--- config.mk ---
export PLATFORM = sky130hd
export DESIGN_NAME = aci_top
export DESIGN_NICKNAME = d
export VERILOG_FILES = /design/src/aci_pkg.sv /design/src/aci_pins_if.sv /design/src/aci_pin_sync.sv /design/src/aci_top.sv
export SDC_FILE = /design/constraint.sdc
export NUM_CORES = 1
export LEC_CHECK = 0
export BUFFER_PORTS_ARGS = -buffer_cell sky130_fd_sc_hd__clkbuf_2
export CAP_MARGIN = 0
export CORE_MARGIN = 2
export CORE_UTILIZATION = 26
export DETAILED_ROUTE_END_ITERATION = 10
export PLACE_DENSITY = 0.5
export RECOVER_POWER = 50
export SLEW_MARGIN = 20
export SYNTH_ARGS = -nofsm -noshare
export SYNTH_HDL_FRONTEND = slang
export SYNTH_SLANG_ARGS = --single-unit
--- constraint.sdc ---
create_clock -name clk_sys_i -period 2.5 [get_ports clk_sys_i]
set_input_delay 0.125 -clock clk_sys_i [delete_from_list [all_inputs] [get_ports clk_sys_i]]
set_output_delay 0.125 -clock clk_sys_i [all_outputs]
set_load 0.02 [all_outputs]
--- src/aci_pkg.sv ---
package aci_pkg;
    // ****************************************
    // synchronised pin positions
    // ****************************************
    localparam int PIN_W = 11;
    localparam int PIN_CMD_N = 0;
    localparam int PIN_ADDR_LATCH = 1;
    localparam int PIN_MEM_IO = 2;
    localparam int PIN_WRITE = 3;
    localparam int PIN_REFRESH_N = 4;
    localparam int PIN_CARD_SEL_N = 5;
    localparam int PIN_WIDE_N = 6;
    localparam int PIN_ERROR_N = 7;
    localparam int PIN_SLOW_N = 8;
    localparam int PIN_RDY_STB = 9;
    localparam int PIN_CH_RESET = 10;
    // idle pin levels, so no false edge or stray reset follows rst_i
    localparam logic [10:0] PIN_RESET = 11'h1F1;
    // ****************************************
    // extension state
    // ****************************************
    typedef enum logic [2:0] {
        EXT_IDLE = 3'b001,
        EXT_HOLD = 3'b010,
        EXT_DONE = 3'b100
    } aci_ext_t;
endpackage

--- src/aci_pins_if.sv ---
`timescale 1ns/10ps
interface aci_pins_if;
    logic [aci_pkg::PIN_W-1:0] synced;
    modport src (output synced);
    modport dst (input synced);
endinterface

--- src/aci_pin_sync.sv ---
`timescale 1ns/10ps
module aci_pin_sync (
    input wire logic clk_sys_i,
    input wire logic rst_i,
    input wire logic [aci_pkg::PIN_W-1:0] pins_i,
    aci_pins_if.src sync_o
);
    logic [aci_pkg::PIN_W-1:0] meta;
    logic [aci_pkg::PIN_W-1:0] stable;

    // first stage feeds only the second stage
    always_ff @(posedge clk_sys_i or posedge rst_i) begin
        if (rst_i) begin
            meta <= aci_pkg::PIN_RESET;
            stable <= aci_pkg::PIN_RESET;
        end else begin
            meta <= pins_i;
            stable <= meta;
        end
    end

    assign sync_o.synced = stable;
endmodule

--- src/aci_top.sv ---
`timescale 1ns/10ps
module aci_top (
    input wire logic clk_sys_i,
    input wire logic rst_i,
    input wire logic bus_cmd_n_i,
    input wire logic bus_addr_latch_i,
    input wire logic bus_mem_io_i,
    input wire logic bus_write_i,
    input wire logic bus_refresh_n_i,
    input wire logic channel_reset_i,
    input wire logic card_select_n_i,
    input wire logic wide_data_path_n_i,
    input wire logic adapter_error_n_i,
    input wire logic adapter_slow_n_i,
    input wire logic ready_strobe_i,
    input wire logic sync_ext_mode_i,
    input wire logic card_disable_wr_i,
    input wire logic error_flag_set_i,
    output logic mem_read_strobe_n_o,
    output logic mem_write_strobe_n_o,
    output logic io_read_strobe_n_o,
    output logic io_write_strobe_n_o,
    output logic wide_path_o,
    output logic channel_check_n_o,
    output logic channel_ready_o,
    output logic error_flag_o
);
    // ****************************************
    // pin synchronisers
    // ****************************************
    aci_pins_if pins ();

    aci_pin_sync u_sync (
        .clk_sys_i(clk_sys_i),
        .rst_i(rst_i),
        .pins_i({channel_reset_i, ready_strobe_i, adapter_slow_n_i, adapter_error_n_i,
                 wide_data_path_n_i, card_select_n_i, bus_refresh_n_i, bus_write_i,
                 bus_mem_io_i, bus_addr_latch_i, bus_cmd_n_i}),
        .sync_o(pins.src)
    );

    logic cmd_act;
    logic addr_latch;
    logic is_mem;
    logic is_write;
    logic refresh;
    logic sel_pin;
    logic error_act;
    logic slow_act;
    logic rdy_stb;
    logic ch_reset;
    assign cmd_act = !pins.synced[aci_pkg::PIN_CMD_N];
    assign addr_latch = pins.synced[aci_pkg::PIN_ADDR_LATCH];
    assign is_mem = pins.synced[aci_pkg::PIN_MEM_IO];
    assign is_write = pins.synced[aci_pkg::PIN_WRITE];
    assign refresh = !pins.synced[aci_pkg::PIN_REFRESH_N];
    assign sel_pin = !pins.synced[aci_pkg::PIN_CARD_SEL_N];
    assign error_act = !pins.synced[aci_pkg::PIN_ERROR_N];
    assign slow_act = !pins.synced[aci_pkg::PIN_SLOW_N];
    assign rdy_stb = pins.synced[aci_pkg::PIN_RDY_STB];
    assign ch_reset = pins.synced[aci_pkg::PIN_CH_RESET];

    // ****************************************
    // edge history
    // ****************************************
    logic cmd_d;
    logic rdy_stb_d;
    always_ff @(posedge clk_sys_i or posedge rst_i) begin
        if (rst_i) begin
            cmd_d <= 1'b0;
            rdy_stb_d <= 1'b0;
        end else begin
            cmd_d <= cmd_act;
            rdy_stb_d <= rdy_stb;
        end
    end

    logic cmd_rise;
    logic stb_rise;
    assign cmd_rise = cmd_act && !cmd_d;
    assign stb_rise = rdy_stb && !rdy_stb_d;

    // ****************************************
    // card select and width latch
    // ****************************************
    // transparent while address valid, held through the command
    logic sel_lat;
    logic wide_lat;
    always_ff @(posedge clk_sys_i or posedge rst_i) begin
        if (rst_i) begin
            sel_lat <= 1'b0;
            wide_lat <= 1'b0;
        end else if (ch_reset) begin
            sel_lat <= 1'b0;
            wide_lat <= 1'b0;
        end else if (addr_latch) begin
            sel_lat <= sel_pin;
            wide_lat <= !pins.synced[aci_pkg::PIN_WIDE_N];
        end
    end

    always_ff @(posedge clk_sys_i or posedge rst_i) begin
        if (rst_i) begin
            wide_path_o <= 1'b0;
        end else begin
            wide_path_o <= wide_lat;
        end
    end

    // ****************************************
    // adapter strobes
    // ****************************************
    logic sel_cmd;
    logic next_mem_rd_n;
    logic next_mem_wr_n;
    logic next_io_rd_n;
    logic next_io_wr_n;
    assign sel_cmd = cmd_act && sel_lat && !ch_reset;
    // refresh reaches every card, so it bypasses the select
    assign next_mem_rd_n = !((sel_cmd && is_mem && !is_write)
                             || (cmd_act && refresh && !ch_reset));
    assign next_mem_wr_n = !(sel_cmd && is_mem && is_write && !refresh);
    assign next_io_rd_n = !(sel_cmd && !is_mem && !is_write && !refresh);
    assign next_io_wr_n = !(sel_cmd && !is_mem && is_write && !refresh);

    always_ff @(posedge clk_sys_i or posedge rst_i) begin
        if (rst_i) begin
            mem_read_strobe_n_o <= 1'b1;
            mem_write_strobe_n_o <= 1'b1;
            io_read_strobe_n_o <= 1'b1;
            io_write_strobe_n_o <= 1'b1;
        end else begin
            mem_read_strobe_n_o <= next_mem_rd_n;
            mem_write_strobe_n_o <= next_mem_wr_n;
            io_read_strobe_n_o <= next_io_rd_n;
            io_write_strobe_n_o <= next_io_wr_n;
        end
    end

    // ****************************************
    // channel check and error flag
    // ****************************************
    // muted by disable or reset until the adapter drops its error line
    logic chk_mute;
    always_ff @(posedge clk_sys_i or posedge rst_i) begin
        if (rst_i) begin
            chk_mute <= 1'b0;
        end else if (card_disable_wr_i || ch_reset) begin
            chk_mute <= 1'b1;
        end else if (!error_act) begin
            chk_mute <= 1'b0;
        end
    end

    always_ff @(posedge clk_sys_i or posedge rst_i) begin
        if (rst_i) begin
            channel_check_n_o <= 1'b1;
        end else begin
            channel_check_n_o <= !(error_act && !chk_mute && !card_disable_wr_i
                                   && !ch_reset);
        end
    end

    // the error wins over a simultaneous software set
    always_ff @(posedge clk_sys_i or posedge rst_i) begin
        if (rst_i) begin
            error_flag_o <= 1'b1;
        end else if (error_act) begin
            error_flag_o <= 1'b0;
        end else if (error_flag_set_i) begin
            error_flag_o <= 1'b1;
        end
    end

    // ****************************************
    // cycle extension
    // ****************************************
    aci_pkg::aci_ext_t ext_state;
    logic ext_end;
    assign ext_end = sync_ext_mode_i ? cmd_rise : stb_rise;

    always_ff @(posedge clk_sys_i or posedge rst_i) begin
        if (rst_i) begin
            ext_state <= aci_pkg::EXT_IDLE;
        end else if (ch_reset) begin
            ext_state <= aci_pkg::EXT_IDLE;
        end else begin
            case (ext_state)
                aci_pkg::EXT_IDLE: begin
                    if (slow_act && !ext_end) begin
                        ext_state <= aci_pkg::EXT_HOLD;
                    end
                end
                aci_pkg::EXT_HOLD: begin
                    if (ext_end || !slow_act) begin
                        ext_state <= aci_pkg::EXT_DONE;
                    end
                end
                aci_pkg::EXT_DONE: begin
                    // no re-arm until slow request drops
                    if (!slow_act) begin
                        ext_state <= aci_pkg::EXT_IDLE;
                    end
                end
                default: begin
                    ext_state <= aci_pkg::EXT_IDLE;
                end
            endcase
        end
    end

    always_ff @(posedge clk_sys_i or posedge rst_i) begin
        if (rst_i) begin
            channel_ready_o <= 1'b1;
        end else begin
            channel_ready_o <= (ext_state != aci_pkg::EXT_HOLD);
        end
    end

    // ****************************************
    // checks
    // ****************************************
    mem_read_strobe_a: assert property (@(posedge clk_sys_i) disable iff (rst_i)
        (cmd_act && refresh && !ch_reset) |=> !mem_read_strobe_n_o)
        else $error("memory read strobe missing");
    mem_write_strobe_a: assert property (@(posedge clk_sys_i) disable iff (rst_i)
        (sel_cmd && is_mem && is_write && !refresh) |=> !mem_write_strobe_n_o)
        else $error("memory write strobe missing");
    io_read_strobe_a: assert property (@(posedge clk_sys_i) disable iff (rst_i)
        (sel_cmd && !is_mem && !is_write && !refresh) |=> !io_read_strobe_n_o)
        else $error("io read strobe missing");
    io_write_strobe_a: assert property (@(posedge clk_sys_i) disable iff (rst_i)
        (sel_cmd && !is_mem && is_write && !refresh) |=> !io_write_strobe_n_o)
        else $error("io write strobe missing");
    strobe_idle_a: assert property (@(posedge clk_sys_i) disable iff (rst_i)
        (!sel_lat || !cmd_act) |=> (mem_write_strobe_n_o && io_read_strobe_n_o
                                    && io_write_strobe_n_o))
        else $error("strobe active without selected command");
    check_assert_a: assert property (@(posedge clk_sys_i) disable iff (rst_i)
        (error_act && !chk_mute && !card_disable_wr_i && !ch_reset) |=> !channel_check_n_o)
        else $error("channel check not asserted");
    check_drop_a: assert property (@(posedge clk_sys_i) disable iff (rst_i)
        (card_disable_wr_i || ch_reset) |=> channel_check_n_o [*2])
        else $error("channel check not dropped");
    error_sticky_a: assert property (@(posedge clk_sys_i) disable iff (rst_i)
        (error_act ##1 !error_act && !error_flag_set_i) |=> !error_flag_o)
        else $error("error flag not sticky");
    flag_set_a: assert property (@(posedge clk_sys_i) disable iff (rst_i)
        (error_flag_set_i && !error_act) |=> error_flag_o)
        else $error("error flag not set by write");
    ready_low_a: assert property (@(posedge clk_sys_i) disable iff (rst_i)
        (ext_state == aci_pkg::EXT_IDLE && slow_act && !ext_end && !ch_reset)
        |=> ##1 !channel_ready_o)
        else $error("channel ready not pulled low");
    ready_end_a: assert property (@(posedge clk_sys_i) disable iff (rst_i)
        (ext_state == aci_pkg::EXT_HOLD && ext_end) |=> ##1 channel_ready_o)
        else $error("channel ready not released");

    extend_async_c: cover property (@(posedge clk_sys_i) disable iff (rst_i)
        ext_state == aci_pkg::EXT_HOLD && stb_rise && !sync_ext_mode_i);
    extend_sync_c: cover property (@(posedge clk_sys_i) disable iff (rst_i)
        ext_state == aci_pkg::EXT_HOLD && cmd_rise && sync_ext_mode_i);
    error_clear_c: cover property (@(posedge clk_sys_i) disable iff (rst_i)
        !error_flag_o && error_flag_set_i && !error_act);
    io_write_c: cover property (@(posedge clk_sys_i) disable iff (rst_i)
        !io_write_strobe_n_o);
endmodule

# After elaboration in Yosys (flattened, before gate mapping)
# Index checks and enable logic that the tools add are counted.
# classes
add_sub_neg	0
n_mul	0
div_mod_pow	0
magnitude_cmp	0
eq_ne	8
shift	0
muxes	14
n_bitwise	0
n_reduce_logical	44
# ops
operator	n
$logic_and A1 B1 Y1	19
$logic_not A1 Y1	19
$mux W3	4
$mux W1	9
$ne A3 B2 Y1 const B	3
$pmux W3 S3	1
$reduce_bool A2 Y1	2
$eq A3 B1 Y1 const B	1
$eq A3 B2 Y1 const B	1
$eq A3 B3 Y1 const B	1
$logic_or A1 B1 Y1	3
$ne A3 B1 Y1 const B	1
$reduce_and A3 Y1	1
$ne A2 B2 Y1 const B	1
# word_totals
regBits	38
latchBits	0
mem_bits_rw	0
mem_bits_ro	0
inputBits	16
out_inout_bits	8
wordCells	82
mem_count	0

# Longest topological paths before layout
# depth
ltp_word	8
mapped_depth	3
mapped_depth_nobuf	3

# Cells and area by module
# From an unflattened synthesis, not the netlist that was laid out.
# hier_totals
cells_unflattened	76
hier_area_um2	1201.2
# modules_own_cells
module	n_inst	cells_each	area_each_um2
aci_top	1	53	631.9
aci_pin_sync	1	23	569.3

# Worst setup path after synthesis
# No wires, ideal clock.
# synth_path
path_kind	flip-flop to flip-flop
startpoint	register u_sync.stable, in the netlist u_sync.sync_o.synced[10]
endpoint	register ext_state[0]
arrival_ns	1.402
required_ns	2.422
slack_ns	1.020
stages_incl_launch_ff	4
n_path_buf	0
synth_period_minus_slack_ns	1.480
cell_sequence	dfrtp_1 > or4_1 > a2111o_1 > and3_1
# synth_via
elab_chain_len	2
elab_cells_between_ends	5
cone_classes	eq/ne (3); mux (1); reduce/logical (1)
# synth_lines
item	line	source
from (decl)	aci_pin_sync.sv:9	logic [aci_pkg::PIN_W-1:0] stable;
from (signal assigned)	aci_pin_sync.sv:15	stable <= aci_pkg::PIN_RESET;
from (signal assigned)	aci_pin_sync.sv:18	stable <= meta;
$ne A3 B1 Y1 (no line) or $ne A3 B2 Y1 (tied branches)	n/a	
$reduce_and A3 Y1 (no line)	n/a	
to (signal assigned)	aci_top.sv:184	ext_state <= aci_pkg::EXT_IDLE;
to (signal assigned)	aci_top.sv:186	ext_state <= aci_pkg::EXT_IDLE;
to (signal assigned)	aci_top.sv:191	ext_state <= aci_pkg::EXT_HOLD;
to (decl)	aci_top.sv:178	aci_pkg::aci_ext_t ext_state;
# Several ways; a longest one is shown, not always the timed one.
# A chain may end at the register's enable or synchronous reset.

# Worst setup path after layout
# Ends and elaborated chain as after synthesis.

==> results.py <==
metrics = {
    "global_route": {
        "antenna_found_initial": 0,
        "grt-ovfl-total": 0,
        "grt_max_degree": 39,
        "grt_pass1_vias": 688,
        "track_usage": 0.08106,
        "grt_pass1_wl_um": 2987,
    },
    "routing": {
        "dr.pass1.iters": 4,
        "wl_per_cell_um": 10.46,
        "drt_iter0_drc": 32,
        "vias": 685,
        "viasPerCell": 4.029,
        "wl_um": 1779,
        "drc": 0,
        "antenna_left": 0,
    },
    "place": {
        "place_area_um2": 1361,
        "hpwl_um": 1222,
        "place_ws_ns": 0.8990,
        "gp_congestion": 0.7082,
        "port-buffer-count": 23,
    },
    "synthesis": {
        "ys_types": 16,
        "ys_ff_latch": 38,
        "syn_area_um2": 1174,
        "synth.area.top_cells": "dfstp_2 45%, dfrtp_1 38%, nor2_1 2.9%, a211oi_1 1.9%, nand3b_1 1.9%",
        "yosysWarnings": 0,
        "synth_top_area_frac": 0.4478,
        "yosysSeqAreaShare": 0.8316,
        "avgSynthCellArea_um2": 15.86,
        "synth_nets": 90,
        "netlist_instances": 74,
        "yosysTopAreaCell": "dfstp_2",
    },
    "floorplanning": {
        "die_area_um2": 5067,
        "rows": 24,
        "initial_core_util": 0.2695,
        "die_h_um": 71.19,
        "die_x_um": 71.19,
        "core_area_um2": 4354,
        "io_pins": 24,
    },
    "hold_path": {
        "hold_path.class": "primary input to flop",
    },
    "pwr": {
        "powerDensity_nw_per_um2": 730.4,
        "p_leak_uw": 0.0006985,
        "vdd_drop_max_mv": 0.3693,
    },
    "critical_path": {
        "path_class": "flop to flop",
        "crit_required_ns": 2.71,
        "cp_max_fo": 7,
        "cp.arrival_ns": 1.82,
        "end_kind": "flop",
        "start_kind": "flop",
    },
    "finish": {
        "fillers": 403,
        "area_delta_synth_final_pct": 33.80,
        "drive_gt1_frac": 0.4068,
        "fin_area_um2": 1570,
        "antennaDiodeCount": 0,
        "final_nets": 133,
    },
    "status": {
        "status": "completed",
    },
    "clock_network": {
        "tritoncts": "yes",
        "clockRootBuffer": "clkbuf_8",
        "clkTransAtPathRegs_ns": 0.07,
        "cts_resized": 0,
        "clk_latency_ns": 0.28,
        "cts_made_buffers": 5,
        "clock-sinks": 38,
        "cts_buffer_depth": 2,
        "htreeDepth": 2,
    },
    "sta": {
        "fin_crit_sh": 0.6425,
        "hold_viol_final": 0,
        "fin_crit_ns": 1.606,
        "rsz0062_at_grt": "false",
        "holdWs_ns": 0.04688,
        "tightest_slew_ns": 0.8465,
        "drv_slew": 0,
        "maxSlewHeadroom": 0.4357,
        "timing.final.ws_setup_ns": 0.8938,
        "max_freq_mhz": 622.6,
        "clock_skew_ns": 0.006735,
        "tns_ns": 0,
        "setup_violations": 0,
    },
    "job": {
        "max_cap_viol_count": 0,
    },
}
## critical path, stage by stage, from the launching register on
cell and delay [ns]:
dfrtp_1 0.46, or4_1 0.53, a2111o_1 0.36, and3_1 0.20
## cell type report
| class | count | area (um2) | area share |
|---|---|---|---|
| Clock inverter | 1 | 5.005 | 0.003187 |
| Clock buffer | 7 | 86.33 | 0.05498 |
| Tap cell | 52 | 65.06 | 0.04143 |
| Sequential cell | 38 | 975.9 | 0.6215 |
| Multi-Input combinational cell | 32 | 182.7 | 0.1163 |
| Timing Repair Buffer | 36 | 240.2 | 0.1530 |
| Inverter | 4 | 15.01 | 0.009562 |
## cell families (layout without fill, tap and decap cells)
kind of cell    count (synthesis)  in the layout  synth area share
flops                          38             38            0.8316
simple gates                   23             23            0.1002
compound gates                  8              8           0.04797
buf+inv                         4             48           0.01279
xor+xnor                        1              1          0.007464
## stage by stage
| step | std cells | total power, uW | utilization |
|---|---|---|---|
| 4_1_cts | 170 | 1164 | 0.3612 |
| 5_1_grt | 170 | 1205 | 0.3606 |
| 2_1_floorplan | 74 | 706.1 | - |
| 6_report | 170 | 1147 | 0.3606 |
| 3_5_place_dp | 150 | 733.9 | 0.3126 |
| 3_3_place_gp | 150 | 729.7 | 0.3126 |
## state kept, by name, summed over array words and instances (netlist names)
| signal | count |
|---|---|
| sel_lat | 1 |
| mem_read_strobe_n_o | 1 |
| cmd_d | 1 |
| u_sync.meta | 11 |
| channel_check_n_o | 1 |
| chk_mute | 1 |
| ext_state | 3 |
| wide_path_o | 1 |
| u_sync.sync_o.synced | 11 |
| rdy_stb_d | 1 |
| io_write_strobe_n_o | 1 |
| wide_lat | 1 |
| io_read_strobe_n_o | 1 |
| channel_ready_o | 1 |
| mem_write_strobe_n_o | 1 |
| error_flag_o | 1 |
## cells in the mapped netlist
cell,n
inv_1,4
o21a_1,1
o21ai_0,3
nand3_1,2
nor2_1,9
dfstp_2,20
or4_1,1
dfrtp_1,18
a2111o_1,1
nor4b_1,1
and3_1,2
xnor2_1,1
nor3b_1,1
nand3b_1,3
a211oi_1,3
nand2_1,4
## cell usage in the layout (no fill, tap or decap), types with 2 or more instances in the layout
cell type	instances
clkbuf_2	24
dfrtp_1	18
dfstp_2	17
dlygate4sd3_1	12
nor2_1	9
clkbuf_8	6
inv_1	4
nand2_1	4
a211oi_1	3
nand3b_1	3
o21ai_0	3
dfstp_1	3
nand3_1	2
and3_1	2
## layer usage
metal  share of wire  vias up  global-route usage  routed length, um
li1                -      329                   -                  -
met1            0.40      333             0.08511                703
met2            0.52       21              0.1276                919
met3           0.078        2             0.04701                138
met4           0.011        0             0.04403                 19
met5               0        -                   0                  0
## where the power goes
| group | leakage (uW) | internal (uW) | switching (uW) |
|---|---|---|---|
| combinational | 0.000226 | 33.2 | 31.8 |
| sequential | 0.000424 | 654 | 15.7 |
| clock | 0.0000482 | 222 | 191 |
| total | 0.000699 | 909 | 238 |
## timing repair
action,4_1_cts,5_1_grt
buffers inserted,0,0
hold buffers,12,0
endpoints found under the hold margin,29,0
## final timing paths
path | start | end | slack (ns) | cells past startpoint
max | u_sync.sync_o.synced[10] | ext_state[0] | 0.89 | 3
min | card_disable_wr_i | channel_check_n_o | 0.05 | 3
max reg2reg | u_sync.sync_o.synced[10] | ext_state[0] | 0.89 | 3
min reg2reg | u_sync.meta[1] | u_sync.sync_o.synced[1] | 0.35 | 0
max in group asynchronous | rst_i | sel_lat | 1.34 | 4
min in group asynchronous | rst_i | u_sync.sync_o.synced[10] | 0.63 | 4
Note: power is estimated with default switching activity, not from simulation.
